[src/pkg/ppmc_pkg.sv]
package ppmc_pkg;
   // Register numbers on the management bus
   localparam logic [4:0] REG_BASIC_CONTROL = 5'h00;
   localparam logic [4:0] REG_AFE_ONE = 5'h11;
   localparam logic [4:0] REG_EXPANDED = 5'h18;
   localparam logic [4:0] REG_XCVR_TWO = 5'h1f;
   // Bit positions
   localparam int BC_SOFT_RESET = 15;
   localparam int BC_SPEED = 13;
   localparam int BC_AN_ENABLE = 12;
   localparam int BC_POWER_DOWN = 11;
   localparam int BC_ISOLATE = 10;
   localparam int BC_AN_RESTART = 9;
   localparam int BC_DUPLEX = 8;
   localparam int AFE_SLOW_OSC = 5;
   localparam int EXP_EDPD_OFF = 11;
   localparam int X2_POWER_SAVE = 10;
   // Strap vector positions
   localparam int STRAP_AN = 0;
   localparam int STRAP_SPEED = 1;
   localparam int STRAP_ISOLATE = 2;
   localparam int STRAP_DUPLEX = 3;
   // Write mask and values after reset
   localparam logic [15:0] BC_RW_MASK = 16'h7d80;
   localparam logic [15:0] BC_RESET = 16'h0000;
   localparam logic [15:0] AFE_RESET = 16'h0000;
   localparam logic [15:0] EXP_RESET = 16'h0800;
   localparam logic [15:0] X2_RESET = 16'h0000;
   // Management frame
   localparam logic [5:0] PREAMBLE_ONES = 6'h20;
   localparam logic [5:0] HDR_LAST = 6'h0c;
   localparam logic [5:0] DATA_LAST = 6'h0f;
   localparam logic [1:0] OP_READ = 2'h2;
   localparam logic [1:0] OP_WRITE = 2'h1;
   // Timing
   localparam int unsigned CLK_HZ = 25000000;
   localparam int unsigned NLP_MS = 16;
   localparam int unsigned EDPD_NLP_MS = 1000;
   localparam int unsigned WAKE_MS = 100;
   localparam int unsigned NLP_CYC = CLK_HZ / 1000 * NLP_MS;
   localparam int unsigned EDPD_NLP_CYC = CLK_HZ / 1000 * EDPD_NLP_MS;
   localparam int unsigned WAKE_CYC = CLK_HZ / 1000 * WAKE_MS;
   typedef enum logic [1:0] {
      MS_PRE = 2'h0,
      MS_HDR = 2'h1,
      MS_TA = 2'h3,
      MS_DATA = 2'h2
   } ppmc_mdio_state_e;
endpackage : ppmc_pkg

[src/pkg/ppmc_reg_if.sv]
`timescale 1ns/1ps
`default_nettype none
interface ppmc_reg_if;
   logic wr_stb;
   logic [4:0] addr;
   logic [15:0] wdata;
   logic [15:0] rdata;
   logic [2:0] phy_addr;
   modport mgmt (output wr_stb, output addr, output wdata, input rdata, input phy_addr);
   modport regs (input wr_stb, input addr, input wdata, output rdata, output phy_addr);
endinterface : ppmc_reg_if
`default_nettype wire

[src/core/ppmc_top.sv]
// Notes on behaviour
// - Writing one to bit 10 of register 1Fh enables power-saving mode.
// - Power-saving with auto-negotiation and no link turns off only the receive blocks.
// - Power-saving mode is off after power-up.
// - Zero in bit 11 of register 18h enables energy-detect power-down; one disables.
// - Energy-detect power-down without link turns off only the receive blocks and PLL.
// - Energy-detect power-down stretches link pulse spacing but keeps pulsing.
// - Energy-detect power-down is off after power-up.
// - Writing one to bit 11 of register 0h enters power-down.
// - Power-down stops core, transmitter, energy detection, PLL and receive blocks, not the management interface.
// - Writing zero to bit 11 of register 0h leaves power-down.
// - Bit 5 of register 11h drops the reference clock for the slow oscillator.
// - Slow oscillator plus power-down is the lowest state, management still alive.
// - The software reset bit clears itself.
// - Reset out of power-down needs two writes; second resets and relatches straps.
// - Bit 12 of register 0h enables auto-negotiation; power-saving and energy-detect power-down need it.
`timescale 1ns/1ps
`default_nettype none
module ppmc_top
   import ppmc_pkg::*;
#(
   parameter int unsigned NLP_CYC_P = NLP_CYC,
   parameter int unsigned EDPD_NLP_CYC_P = EDPD_NLP_CYC,
   parameter int unsigned WAKE_CYC_P = WAKE_CYC
) (
   // Clock, reset, enable
   input wire logic clk_in,
   input wire logic sys_rst_in,
   input wire logic ce_in,
   // Management serial pins
   input wire logic mdc_in,
   input wire logic mdio_in,
   output logic mdio_out,
   output logic mdio_oe_out,
   // Straps
   input wire logic [2:0] phy_addr_strap_in,
   input wire logic [3:0] mode_strap_in,
   // Line status
   input wire logic link_up_in,
   input wire logic energy_in,
   // Power and clock controls
   output logic core_en_out,
   output logic tx_en_out,
   output logic energy_det_en_out,
   output logic pll_en_out,
   output logic rx_blocks_en_out,
   output logic reference_clock_input_pin_en_out,
   output logic slow_osc_sel_out,
   // Events and status
   output logic link_pulse_out,
   output logic soft_reset_out,
   output logic an_restart_out,
   output logic an_enable_out
);
   ppmc_reg_if rif ();

   logic [15:0] basic_control;
   logic [15:0] analog_front_end_control_one;
   logic [15:0] expanded_control;
   logic [15:0] transceiver_control_two;
   logic [2:0] phy_addr;
   logic strap_pend;
   logic chip_rst;
   logic wr_bc;
   logic wr_soft;
   logic power_down;
   logic lp_cond;
   logic edpd_act;
   logic ps_act;
   logic wake;
   logic [31:0] wake_cnt;
   logic next_pll_en;
   logic next_rx_en;

   ppmc_mdio_slave u_mdio (
      .clk_in(clk_in),
      .sys_rst_in(sys_rst_in),
      .ce_in(ce_in),
      .mdc_in(mdc_in),
      .mdio_in(mdio_in),
      .mdio_out(mdio_out),
      .mdio_oe_out(mdio_oe_out),
      .bus(rif.mgmt)
   );

   ppmc_link_pulse #(
      .NORM_CYC(NLP_CYC_P),
      .LONG_CYC(EDPD_NLP_CYC_P)
   ) u_lp (
      .clk_in(clk_in),
      .sys_rst_in(sys_rst_in),
      .ce_in(ce_in),
      .run_in(tx_en_out && !link_up_in),
      .long_in(edpd_act),
      .pulse_out(link_pulse_out)
   );

   // Software reset restarts the four management registers and power outputs like power-up
   assign chip_rst = sys_rst_in || soft_reset_out;
   assign wr_bc = rif.wr_stb && rif.addr == REG_BASIC_CONTROL;
   assign wr_soft = wr_bc && rif.wdata[BC_SOFT_RESET];
   assign power_down = basic_control[BC_POWER_DOWN];
   assign rif.phy_addr = phy_addr;
   assign an_enable_out = basic_control[BC_AN_ENABLE];

   // Straps are caught the cycle after any reset ends
   always_ff @(posedge clk_in) begin
      if (chip_rst) begin
         strap_pend <= 1'b1;
      end else if (ce_in) begin
         strap_pend <= 1'b0;
      end
   end

   always_ff @(posedge clk_in) begin
      if (sys_rst_in) begin
         phy_addr <= 3'h0;
      end else if (ce_in && strap_pend) begin
         phy_addr <= phy_addr_strap_in;
      end
   end

   always_ff @(posedge clk_in) begin
      if (sys_rst_in) begin
         soft_reset_out <= 1'b0;
         an_restart_out <= 1'b0;
      end else if (ce_in) begin
         soft_reset_out <= wr_soft && !power_down;
         an_restart_out <= wr_bc && rif.wdata[BC_AN_RESTART] && !rif.wdata[BC_SOFT_RESET];
      end
   end

   always_ff @(posedge clk_in) begin
      if (chip_rst) begin
         basic_control <= BC_RESET;
      end else if (ce_in) begin
         if (strap_pend) begin
            basic_control[BC_AN_ENABLE] <= mode_strap_in[STRAP_AN];
            basic_control[BC_SPEED] <= mode_strap_in[STRAP_SPEED];
            basic_control[BC_ISOLATE] <= mode_strap_in[STRAP_ISOLATE];
            basic_control[BC_DUPLEX] <= !mode_strap_in[STRAP_DUPLEX];
         end else if (wr_soft) begin
            basic_control[BC_POWER_DOWN] <= 1'b0;
         end else if (wr_bc) begin
            basic_control <= rif.wdata & BC_RW_MASK;
         end
      end
   end

   always_ff @(posedge clk_in) begin
      if (chip_rst) begin
         analog_front_end_control_one <= AFE_RESET;
      end else if (ce_in && rif.wr_stb && rif.addr == REG_AFE_ONE) begin
         analog_front_end_control_one <= rif.wdata;
      end
   end

   always_ff @(posedge clk_in) begin
      if (chip_rst) begin
         expanded_control <= EXP_RESET;
      end else if (ce_in && rif.wr_stb && rif.addr == REG_EXPANDED) begin
         expanded_control <= rif.wdata;
      end
   end

   always_ff @(posedge clk_in) begin
      if (chip_rst) begin
         transceiver_control_two <= X2_RESET;
      end else if (ce_in && rif.wr_stb && rif.addr == REG_XCVR_TWO) begin
         transceiver_control_two <= rif.wdata;
      end
   end

   // Reads stay served in every power state
   always_comb begin
      case (rif.addr)
         REG_BASIC_CONTROL: rif.rdata = basic_control;
         REG_AFE_ONE: rif.rdata = analog_front_end_control_one;
         REG_EXPANDED: rif.rdata = expanded_control;
         REG_XCVR_TWO: rif.rdata = transceiver_control_two;
         default: rif.rdata = 16'h0000;
      endcase
   end

   assign lp_cond = basic_control[BC_AN_ENABLE] && !link_up_in && !power_down;
   assign edpd_act = lp_cond && !expanded_control[EXP_EDPD_OFF] && !wake;
   assign ps_act = lp_cond && transceiver_control_two[X2_POWER_SAVE] && !wake && !edpd_act;

   // energy restores blocks for a while
   always_ff @(posedge clk_in) begin
      if (chip_rst) begin
         wake <= 1'b0;
         wake_cnt <= 32'h0;
      end else if (ce_in) begin
         if (energy_in && lp_cond) begin
            wake <= 1'b1;
            wake_cnt <= 32'h0;
         end else if (!lp_cond || wake_cnt >= WAKE_CYC_P - 32'h1) begin
            wake <= 1'b0;
            wake_cnt <= 32'h0;
         end else if (wake) begin
            wake_cnt <= wake_cnt + 32'h1;
         end
      end
   end

   // no PLL on the slow oscillator
   assign next_pll_en = !power_down && !edpd_act && !analog_front_end_control_one[AFE_SLOW_OSC];
   assign next_rx_en = !power_down && !edpd_act && !ps_act;

   always_ff @(posedge clk_in) begin
      if (chip_rst) begin
         core_en_out <= 1'b1;
         tx_en_out <= 1'b1;
         energy_det_en_out <= 1'b1;
         pll_en_out <= 1'b1;
         rx_blocks_en_out <= 1'b1;
         slow_osc_sel_out <= 1'b0;
         reference_clock_input_pin_en_out <= 1'b1;
      end else if (ce_in) begin
         core_en_out <= !power_down;
         tx_en_out <= !power_down;
         energy_det_en_out <= !power_down;
         pll_en_out <= next_pll_en;
         rx_blocks_en_out <= next_rx_en;
         slow_osc_sel_out <= analog_front_end_control_one[AFE_SLOW_OSC];
         reference_clock_input_pin_en_out <= !analog_front_end_control_one[AFE_SLOW_OSC];
      end
   end
endmodule : ppmc_top
`default_nettype wire

[src/core/ppmc_mdio_slave.sv]
`timescale 1ns/1ps
`default_nettype none
module ppmc_mdio_slave
   import ppmc_pkg::*;
(
   // Clock, reset, enable
   input wire logic clk_in,
   input wire logic sys_rst_in,
   input wire logic ce_in,
   // Serial management pins
   input wire logic mdc_in,
   input wire logic mdio_in,
   output logic mdio_out,
   output logic mdio_oe_out,
   // Register side
   ppmc_reg_if.mgmt bus
);
   ppmc_mdio_state_e state;
   logic mdc_q;
   logic [5:0] cnt;
   logic [11:0] hdr;
   logic [15:0] sh;
   logic rd_op;
   logic rise;
   logic [12:0] hdr_all;
   logic hit;

   assign rise = mdc_in && !mdc_q;
   assign hdr_all = {hdr, mdio_in};
   // Start bit, known opcode, and own or broadcast address
   assign hit = hdr_all[12] && (hdr_all[11:10] == OP_READ || hdr_all[11:10] == OP_WRITE)
      && hdr_all[9:8] == 2'h0 && (hdr_all[7:5] == bus.phy_addr || hdr_all[7:5] == 3'h0);

   always_ff @(posedge clk_in) begin
      if (sys_rst_in) begin
         mdc_q <= 1'b0;
      end else if (ce_in) begin
         mdc_q <= mdc_in;
      end
   end

   always_ff @(posedge clk_in) begin
      if (sys_rst_in) begin
         state <= MS_PRE;
         cnt <= 6'h00;
         hdr <= 12'h000;
         sh <= 16'h0000;
         rd_op <= 1'b0;
         mdio_out <= 1'b0;
         mdio_oe_out <= 1'b0;
         bus.addr <= 5'h00;
         bus.wdata <= 16'h0000;
         bus.wr_stb <= 1'b0;
      end else if (ce_in) begin
         bus.wr_stb <= 1'b0;
         if (rise) begin
            unique case (state)
               MS_PRE: begin
                  if (mdio_in) begin
                     cnt <= (cnt == PREAMBLE_ONES) ? cnt : cnt + 6'h01;
                  end else if (cnt == PREAMBLE_ONES) begin
                     state <= MS_HDR;
                     cnt <= 6'h00;
                  end else begin
                     cnt <= 6'h00;
                  end
               end
               MS_HDR: begin
                  hdr <= hdr_all[11:0];
                  cnt <= cnt + 6'h01;
                  // Start one, opcode, address and register: thirteen bits
                  if (cnt == HDR_LAST) begin
                     cnt <= 6'h00;
                     state <= hit ? MS_TA : MS_PRE;
                     rd_op <= hdr_all[11:10] == OP_READ;
                     bus.addr <= hdr_all[4:0];
                  end
               end
               MS_TA: begin
                  cnt <= cnt + 6'h01;
                  if (cnt == 6'h00) begin
                     // Second turnaround bit is driven low on reads
                     sh <= bus.rdata;
                     mdio_out <= 1'b0;
                     mdio_oe_out <= rd_op;
                  end else begin
                     state <= MS_DATA;
                     cnt <= 6'h00;
                     mdio_out <= sh[15];
                     sh <= {sh[14:0], 1'b0};
                  end
               end
               MS_DATA: begin
                  cnt <= cnt + 6'h01;
                  mdio_out <= sh[15];
                  sh <= rd_op ? {sh[14:0], 1'b0} : {sh[14:0], mdio_in};
                  if (cnt == DATA_LAST) begin
                     state <= MS_PRE;
                     cnt <= 6'h00;
                     mdio_oe_out <= 1'b0;
                     bus.wdata <= {sh[14:0], mdio_in};
                     bus.wr_stb <= !rd_op;
                  end
               end
            endcase
         end
      end
   end
endmodule : ppmc_mdio_slave
`default_nettype wire

[src/core/ppmc_link_pulse.sv]
`timescale 1ns/1ps
`default_nettype none
module ppmc_link_pulse
   import ppmc_pkg::*;
#(
   parameter int unsigned NORM_CYC = NLP_CYC,
   parameter int unsigned LONG_CYC = EDPD_NLP_CYC
) (
   // Clock, reset, enable
   input wire logic clk_in,
   input wire logic sys_rst_in,
   input wire logic ce_in,
   // Control
   input wire logic run_in,
   input wire logic long_in,
   // Pulse request
   output logic pulse_out
);
   logic [31:0] cnt;
   logic [31:0] limit;

   assign limit = long_in ? LONG_CYC - 32'h1 : NORM_CYC - 32'h1;

   always_ff @(posedge clk_in) begin
      if (sys_rst_in) begin
         cnt <= 32'h0;
         pulse_out <= 1'b0;
      end else if (ce_in) begin
         // Stopping waits for the enable too, so a freeze holds the count
         if (!run_in) begin
            cnt <= 32'h0;
            pulse_out <= 1'b0;
         end else begin
            pulse_out <= cnt >= limit;
            cnt <= (cnt >= limit) ? 32'h0 : cnt + 32'h1;
         end
      end
   end
endmodule : ppmc_link_pulse
`default_nettype wire

[config.mk]
export PLATFORM = sky130hd
export DESIGN_NAME = ppmc_top
export DESIGN_NICKNAME = d
export VERILOG_FILES = /design/src/pkg/ppmc_pkg.sv /design/src/pkg/ppmc_reg_if.sv /design/src/core/ppmc_top.sv /design/src/core/ppmc_mdio_slave.sv /design/src/core/ppmc_link_pulse.sv
export SDC_FILE = /design/constraint.sdc
export NUM_CORES = 1
export LEC_CHECK = 0
export BUFFER_PORTS_ARGS = -buffer_cell sky130_fd_sc_hd__buf_2
export CORE_ASPECT_RATIO = 0.6
export CORE_MARGIN = 2
export CORE_UTILIZATION = 30
export CTS_CLUSTER_DIAMETER = 80
export DETAILED_ROUTE_END_ITERATION = 12
export PLACE_DENSITY_LB_ADDON = 0.1
export SLEW_MARGIN = 15
export SYNTH_ARGS = -nofsm -noshare
export SYNTH_HDL_FRONTEND = slang
export SYNTH_SLANG_ARGS = --single-unit
[constraint.sdc]
create_clock -name clk_in -period 6 [get_ports clk_in]
set_input_delay 0.9 -clock clk_in [delete_from_list [all_inputs] [get_ports clk_in]]
set_output_delay 0.9 -clock clk_in [all_outputs]
set_load 0.03 [all_outputs]
==> impl_metrics.env, run 1 <==
export IMPL_status="finished clean"
export IMPL_reg2reg_from="basic_control[12]"
export IMPL_ys_seq_elements=194
export IMPL_synthArstFlopShare=0
export IMPL_hold_path_class="flop to flop"
export IMPL_cp_arrival_ps=4420
export IMPL_netlist_area_um2=8890
export IMPL_grt_pass1_vias=7280
export IMPL_vias=7994
export IMPL_setup_violations=0
export IMPL_slew_viol_final=0
export IMPL_yosysMostFrequentCell="nand2_1"
export IMPL_drc=0
export IMPL_yosysSeqAreaShare=0.437
export IMPL_peakVddDrop_uv=156
export IMPL_p_int_uw=1950
export IMPL_cts_path_max_buffers=2
export IMPL_cap_violations=0
export IMPL_syn_instance_count=1124
export IMPL_grt_ovfl_total=0
export IMPL_p_leak_uw=0.00344
export IMPL_crit_start="link_up_in"
export IMPL_initial_core_util=0.307
export IMPL_antenna_cells=0
export IMPL_port_buffers=26
export IMPL_place_gp_congestion=0.848
export IMPL_tns_ps=0
export IMPL_dieWidth_um=226
export IMPL_whs_endpoint="transceiver_control_two[7]"
export IMPL_fillers=3099
export IMPL_cts_sinks=194
export IMPL_drt_iter0_drc=957
export IMPL_grt_pass1_wl_um=43300
export IMPL_synth_top_area_share=0.437
export IMPL_p_clk_frac=0.447
export IMPL_die_area_um2=31100
export IMPL_ys_flop_type="dfxtp_1"
export IMPL_syn_nets=1154
export IMPL_grt_usage=0.182
export IMPL_whs_ps=454
export IMPL_synth_top_area_cell="dfxtp_1"
export IMPL_reg2reg_depth=10
export IMPL_grt_max_degree=57
export IMPL_holdBufCountCts=0
export IMPL_min_path_cells=2
export IMPL_antenna_found_initial=0
export IMPL_clkTransAtPathRegs_ps=70
export IMPL_synth_edf_count=0
export IMPL_crit_type="input port to flop"
export IMPL_yosys_warnings=0
export IMPL_drive_above_1_share=0.0795
export IMPL_viasPerCell=5.22
export IMPL_row_count=48
export IMPL_startpoint_type="input port"
export IMPL_synth_area_leaders="dfxtp_1, nand2_1, a21oi_1"
export IMPL_combPwrFrac=0.040
export IMPL_cts_resized=0
export IMPL_cts_buffers=17
export IMPL_critPathCaptureType="flop"
export IMPL_wl_per_cell_um=17.8
export IMPL_seq_power_share=0.513
export IMPL_final_nets=1149
export IMPL_relSlewSlack=0.281
export IMPL_yosys_top_cells_count="nand2_1, dfxtp_1, a21oi_1"
export IMPL_reg2reg_slack_ps=2060
export IMPL_p_sw_uw=595
export IMPL_timing_final_crit_share=0.675
export IMPL_root_buffer="clkbuf_16"
export IMPL_clkLatencyLatePin_ps=450
export IMPL_die_h_um=137
export IMPL_required_ps=6380
export IMPL_worst_pin_slew_ps=1080
export IMPL_ant_nets=0
export IMPL_path_max_fanout=8
export IMPL_power_density_nw_per_um2=255
export IMPL_max_freq_ghz=0.247
export IMPL_dr_pass1_iters=5
export IMPL_cts_tree="done"
export IMPL_switching_share=0.234
export IMPL_syn_to_final_growth_pct=12.2
export IMPL_min_period_ps=4050
export IMPL_hold_violations=0
export IMPL_rsz0062_at_grt="false"
export IMPL_cts_setup_buffers=0
export IMPL_htree_levels=4
export IMPL_ys_types=68
export IMPL_crit_reg2reg_capture="u_lp.cnt[23]"
export IMPL_coreArea_um2=28900
export IMPL_io_pin_count=27
export IMPL_hpwl_um=18400
export IMPL_syn_avg_cell_area_um2=7.91
export IMPL_routed_wl_um=27300
export IMPL_hp_start="transceiver_control_two[7]"
export IMPL_finClkSkew_ps=13.5
==> worst max-delay path, cell delays in order <==
cell,delay [ps]
buf_2,120
or3b_4,410
nor3_1,520
inv_1,320
ha_1,370
a21o_1,160
a211o_1,300
a2111oi_0,530
nor3b_2,420
and3_1,230
a2bb2oi_1,140
==> layout by cell type (no fill, tap or decap), types with 17 or more instances in the layout <==
master | Yosys | final
buf_4 | 3 | 17
nor2_1 | 75 | 75
dfxtp_1 | 194 | 194
inv_1 | 28 | 28
and2_1 | 24 | 24
buf_2 | 3 | 26
a211oi_1 | 20 | 20
a22oi_1 | 31 | 31
a21oi_1 | 120 | 120
nand3_1 | 49 | 49
nor3_1 | 24 | 22
nand4_1 | 25 | 25
o21ai_0 | 27 | 26
nand2_1 | 247 | 247
clkbuf_16 | 0 | 17
==> registers in the layout (all words and copies together), names as in the netlist, 2 cells and up <==
| signal | count |
|---|---|
| basic_control | 7 |
| expanded_control | 16 |
| u_mdio.hdr | 12 |
| u_mdio.state | 2 |
| transceiver_control_two | 16 |
| wake_cnt | 32 |
| phy_addr | 3 |
| analog_front_end_control_one | 16 |
| u_mdio.sh | 16 |
| u_mdio.bus.addr | 5 |
| u_mdio.cnt | 6 |
| u_lp.cnt | 32 |
| u_mdio.bus.wdata | 16 |
==> through the flow <==
stage	area (um^2)	power [uW]	worst slack (ps)	instances	utilization
after global routing	9980	2630	1630	1532	0.345
after floorplan	8890	1400	2200	1124	-
final	9980	2540	1950	1532	0.345
after global placement	9420	1440	1510	1500	0.325
after detailed placement	9420	1430	1470	1500	0.325
after CTS	9980	2570	1940	1532	0.345
==> power by group through the flow <==
| stage | logic (uW) | clock network [uW] | registers [uW] |
|---|---|---|---|
| 6_report | 101 | 1140 | 1300 |
| 5_1_grt | 112 | 1220 | 1300 |
| 4_1_cts | 102 | 1170 | 1300 |
| 3_5_place_dp | 101 | 0 | 1330 |
| 3_3_place_gp | 102 | 0 | 1330 |
| 2_1_floorplan | 65.4 | 0 | 1330 |
==> area by class of cell <==
type                            count  area [um^2]  share of cell area
Clock inverter                      9          105              0.0105
Clock buffer                       23          458              0.0459
Sequential cell                   194         3880               0.389
Inverter                           28          105              0.0105
Tap cell                          400          500              0.0502
Multi-Input combinational cell    835         4670               0.468
Timing Repair Buffer               43          258              0.0258
==> cells by family (layout without fill, tap and decap cells) <==
group,count (synthesis),after routing,synth area share
and+or+nand+nor,528,528,0.282
AOI/OAI and AO/OA,267,267,0.189
DFF,194,194,0.437
buffers and inverters,95,103,0.0426
adders and majority gates,16,16,0.0225
xor gates and xnor gates,13,13,0.0128
muxes,11,11,0.0138
==> per-layer routing <==
| layer | track usage | vias to the layer above | wire length, um |
|---|---|---|---|
| met3 | 0.0354 | 18 | 1330 |
| li1 | - | 3997 | - |
| met5 | 0 | - | 0 |
| met2 | 0.238 | 195 | 10300 |
| met1 | 0.295 | 3784 | 15400 |
| met4 | 0.0435 | 0 | 280 |
==> worst max-delay path by stage <==
stage | to | depth (start not counted)
after floorplan | u_lp.cnt[21] | 11
after global placement | u_lp.cnt[23] | 11
after detailed placement | u_lp.cnt[23] | 11
after CTS | u_lp.cnt[23] | 11
after global routing | u_lp.cnt[23] | 11
final | u_lp.cnt[23] | 11
(Power assumes the default switching activity.)
==> run 2, diff against run 1 <==
- clock period: 6 -> 3.5 ns (I/O delays scaled with it)
==> run 2 against run 1 <==
  * Wire length rose by 1.1%
  * Global-route usage grew 0.25 points
  * Sequential power up 72%
  * Cell area increased by 1.4%
  * Via count rose by 0.70%
  * Total power rose by 73%
  * Worst hold slack got worse by 110 ps
  * Sequential share of layout area is 0.55 points lower
  * Cell count up 1.1%
  * Critical endpoint is now u_lp.cnt[2]
==> impl_metrics.env, run 2 (synthesis results as in run 1) <==
export IMPL_viasPerCell=5.20
export IMPL_largest_registers="u_lp.cnt x32, wake_cnt x32"
export IMPL_min_period_ps=3150
export IMPL_die_area_um2=31100
export IMPL_cts_tree="done"
export IMPL_port_buffers=26
export IMPL_cts_sinks=194
export IMPL_row_count=48
export IMPL_tns_ps=0
export IMPL_required_ps=3890
export IMPL_routed_wl_um=27600
export IMPL_final_common_cell="nand2_1"
export IMPL_vias=8050
export IMPL_fillers=3063
export IMPL_syn_to_final_growth_pct=13.8
export IMPL_root_buffer="clkbuf_16"
export IMPL_dieWidth_um=226
export IMPL_antenna_found_initial=1
export IMPL_cts_buffers=17
export IMPL_startpoint_type="flop"
export IMPL_hpwl_um=18600
export IMPL_clkLatencyLatePin_ps=460
export IMPL_critPathCaptureType="flop"
export IMPL_wl_per_cell_um=17.8
export IMPL_coreArea_um2=28900
export IMPL_grt_ovfl_total=0
export IMPL_drt_iter0_drc=747
export IMPL_stdcell_count=1549
export IMPL_antenna_cells=0
export IMPL_grt_usage=0.185
export IMPL_design_area_um2=10100
export IMPL_drc=0
export IMPL_worst_pin_slew_ps=924
export IMPL_cap_violations=0
export IMPL_path_max_fanout=5
export IMPL_status="finished clean"
export IMPL_initial_core_util=0.307
export IMPL_clkTransAtPathRegs_ps=70
export IMPL_rsz0062_at_grt="false"
export IMPL_timing_final_crit_share=0.899
export IMPL_final_nets=1166
export IMPL_cp_arrival_ps=3540
export IMPL_htree_levels=4
export IMPL_slew_viol_final=0
export IMPL_layout_common_cells="nand2_1, dfxtp_1, a21oi_1"
export IMPL_drive_above_1_share=0.0966
export IMPL_cts_setup_buffers=0
export IMPL_hold_violations=0
export IMPL_grt_pass1_vias=7179
export IMPL_grt_pass1_wl_um=43900
export IMPL_hold_path_class="input port to flop"
export IMPL_max_freq_ghz=0.318
export IMPL_finClkSkew_ps=8.81
export IMPL_io_pin_count=27
export IMPL_place_area_um2=9540
export IMPL_peakVddDrop_uv=351
export IMPL_ant_nets=0
export IMPL_crit_type="flop to flop"
export IMPL_dp_cells=1517
export IMPL_dr_pass1_iters=6
export IMPL_relSlewSlack=0.382
export IMPL_p_leak_uw=0.00349
export IMPL_place_gp_congestion=0.812
export IMPL_whs_ps=340
export IMPL_grt_max_degree=58
export IMPL_die_h_um=137
export IMPL_setup_violations=0
export IMPL_cts_path_max_buffers=2
export IMPL_power_density_nw_per_um2=435
run 2: cell count changes in the layout (fill, tap and decap cells not counted):
cell,before,now
clkbuf_1,5,2
buf_4,17,34
inv_6,2,1
nor3_1,22,21
nor3_4,1,0
clkinv_4,0,2
clkinv_2,4,2
clkinvlp_4,1,5
nor3_2,2,4
run 2: path summary, 6_finish.rpt:
check                             from  depth (start not counted)           end  slack (ps)
setup reg to reg     basic_control[12]                         12   u_lp.cnt[2]         350
hold / removal    phy_addr_strap_in[1]                          3   phy_addr[1]         340
setup / recovery     basic_control[12]                         12   u_lp.cnt[2]         350
hold reg to reg           wake_cnt[31]                          2  wake_cnt[31]         450
run 2: area by class of cell:
type	instances	area (um^2)	area share
Clock buffer	20	447	0.0441
Clock inverter	12	134	0.0132
Sequential cell	194	3880	0.384
Timing Repair Buffer	60	385	0.0381
Inverter	28	105	0.0104
Tap cell	400	500	0.0494
Multi-Input combinational cell	835	4670	0.461
run 2: worst max-delay path, stage by stage (launching register included):
cell and delay, ps:
dfxtp_1 410, or3b_4 410, nor3_2 160, inv_1 140
ha_1 310, a21o_1 160, a211o_1 290, a2111oi_0 480
buf_4 190, nor3b_2 180, buf_4 160, a31oi_1 80
a21oi_1 110
run 2: power by group:
group          leakage (uW)  internal (uW)  total, uW  switching, uW
Sequential          0.00157           2220       2240           17.0
Combinational       0.00166           49.5        182            132
Clock              0.000269           1070       1990            916
run 2: metrics by stage:
stage | utilization | worst slack (ps) | total power (uW)
after floorplan | - | 25.6 | 2390
after global placement | 0.329 | 111 | 2470
after detailed placement | 0.329 | 45.0 | 2470
after CTS | 0.349 | 241 | 4460
after global routing | 0.350 | 127 | 4570
final | 0.350 | 353 | 4400
run 2: repair_timing:
action,CTS,global route
hold buffers,0,0
gates resized for setup,0,1
setup endpoints to repair,0,1
run 2: per-layer routing:
layer	global-route usage	wire (um)	vias to the layer above
met3	0.0324	1190	20
met2	0.237	10300	175
li1	-	-	4064
met4	0.0530	297	0
met5	0	0	-
met1	0.301	15800	3791
==> run 3, diff against run 2 <==
- SKIP_CTS_REPAIR_TIMING: not set -> 1
- clock period: 3.5 -> 2.5 ns (I/O delays scaled with it)
==> run 3 against run 2 <==
  * The flow now finishes with violations (setup timing)
  * Global-route usage is 0.28 points higher
  * Total power is 39% higher
  * Clock skew is 2.3 ps higher
  * Clock-buffer cell count stayed put
  * Wire length is 2.8% higher
  * Largest power group unchanged
==> impl_metrics.env, run 3 (synthesis results as in run 1) <==
export IMPL_antenna_found_initial=0
export IMPL_dieWidth_um=226
export IMPL_final_util=0.369
export IMPL_grt_usage=0.188
export IMPL_fillers=3062
export IMPL_drt_iter0_drc=741
export IMPL_min_period_ps=2750
export IMPL_grt_pass1_vias=7678
export IMPL_cts_path_max_buffers=2
export IMPL_startpoint_type="flop"
export IMPL_routed_wl_um=28300
export IMPL_clkTransAtPathRegs_ps=70
export IMPL_worst_pin_slew_ps=747
export IMPL_clkLatencyLatePin_ps=460
export IMPL_setup_slack_ps=-252
export IMPL_drive_above_1_share=0.151
export IMPL_design_area_um2=10700
export IMPL_place_gp_congestion=0.842
export IMPL_switching_share=0.253
export IMPL_crit_reg2reg_capture="u_lp.cnt[23]"
export IMPL_finalPower_uw=6120
export IMPL_port_buffers=26
export IMPL_htree_levels=4
export IMPL_grt_pass1_wl_um=44500
export IMPL_coreArea_um2=28900
export IMPL_p_int_uw=4570
export IMPL_whs_endpoint="phy_addr[1]"
export IMPL_io_pin_count=27
export IMPL_p_clk_frac=0.441
export IMPL_status="complete, but fails checks"
export IMPL_cap_violations=0
export IMPL_path_delay_family="simple AND/OR/NAND/NOR gates"
export IMPL_grt_max_degree=46
export IMPL_hpwl_um=19700
export IMPL_cts_sinks=194
export IMPL_wl_per_cell_um=17.7
export IMPL_crit_type="flop to flop"
export IMPL_drc=0
export IMPL_reg2reg_depth=10
export IMPL_crit_chain="or3b_4 > nor3_4 > inv_4 > ha_4 > a21o_1 > a211o_1 > a2111oi_2 > nor3b_2 > and3_1 > a2bb2oi_1"
export IMPL_final_nets=1218
export IMPL_timing_final_crit_share=1.10
export IMPL_rsz0062_at_grt="true"
export IMPL_reg2reg_from="basic_control[12]"
export IMPL_reg2reg_slack_ps=-250
export IMPL_peakVddDrop_uv=483
export IMPL_required_ps=2880
export IMPL_root_buffer="clkbuf_16"
export IMPL_combPwrFrac=0.048
export IMPL_path_max_fanout=7
export IMPL_viasPerCell=5.17
export IMPL_post_place_ws_ps=-559
export IMPL_row_count=48
export IMPL_ant_nets=0
export IMPL_slowest_stage="or3b_4"
export IMPL_initial_core_util=0.307
export IMPL_hold_path_class="input port to flop"
export IMPL_finClkSkew_ps=11.1
export IMPL_hp_start="phy_addr_strap_in[1]"
export IMPL_worst_path_buf_inv=1
export IMPL_max_freq_ghz=0.363
export IMPL_vias=8283
export IMPL_cts_buffers=17
export IMPL_cp_arrival_ps=3130
export IMPL_cpPeakStageDelay_ps=390
export IMPL_cts_tree="done"
export IMPL_p_sw_uw=1550
export IMPL_setup_violations=27
export IMPL_power_density_nw_per_um2=573
export IMPL_place_area_um2=10000
export IMPL_violations="setup timing"
export IMPL_die_area_um2=31100
export IMPL_p_leak_uw=0.00380
export IMPL_relSlewSlack=0.499
export IMPL_largest_registers="u_lp.cnt x32, wake_cnt x32"
export IMPL_syn_to_final_growth_pct=20.1
export IMPL_final_common_cell="nand2_1"
export IMPL_dr_pass1_iters=6
export IMPL_die_h_um=137
export IMPL_slew_viol_final=0
export IMPL_min_path_cells=3
export IMPL_critPathCaptureType="flop"
export IMPL_seq_power_share=0.511
export IMPL_path_depth=10
export IMPL_grt_ovfl_total=0
export IMPL_hold_violations=0
export IMPL_layout_common_cells="nand2_1, dfxtp_1, a21oi_1"
## run 3: through the flow
stage               std cells  hold slack (ps)  setup TNS [ps]
finish                   1602              166           -4930
global route             1601              172           -8860
CTS                      1599              152           -9200
global placement         1567              442          -11850
floorplan                1124              426           -5280
detailed placement       1567              444          -12740
## run 3: per-layer routing
layer  part of all wire  track usage  up-vias
met4             0.0063       0.0402        0
met5                  0            0        -
li1                   -            -     4144
met1               0.55        0.295     3922
met2               0.39        0.252      204
met3              0.060       0.0431       13
## run 3: worst max-delay path by stage
stage	from	to	slack [ps]
final	basic_control[12]	u_lp.cnt[23]	-250
after global routing	basic_control[12]	u_lp.cnt[23]	-400
after CTS	basic_control[12]	u_lp.cnt[21]	-420
after detailed placement	link_up_in	u_lp.cnt[4]	-560
after global placement	link_up_in	u_lp.cnt[21]	-530
after floorplan	basic_control[12]	u_lp.cnt[23]	-360
## run 3: area by class of cell
cell class | count | area [um^2] | share of cell area
Multi-Input combinational cell | 836 | 4800 | 0.449
Sequential cell | 194 | 3890 | 0.364
Timing Repair Buffer | 111 | 825 | 0.0772
Tap cell | 400 | 500 | 0.0468
Clock buffer | 20 | 467 | 0.0437
Inverter | 28 | 108 | 0.0101
Clock inverter | 12 | 97.6 | 0.00913
Antenna cell | 1 | 2.50 | 0.000234
## run 3: worst min-delay path, delay by kind of cell
family	cells	cell delay (ps)
compound gates	1	50
buf+inv	1	90
simple gates	1	50
## run 3: power by group through the flow
stage,combinational [uW],clock (uW),sequential (uW)
after floorplan,162,0,3200
final,296,2700,3120
after global routing,325,2910,3130
after global placement,293,0,3200
after detailed placement,292,0,3200
after CTS,293,2780,3120
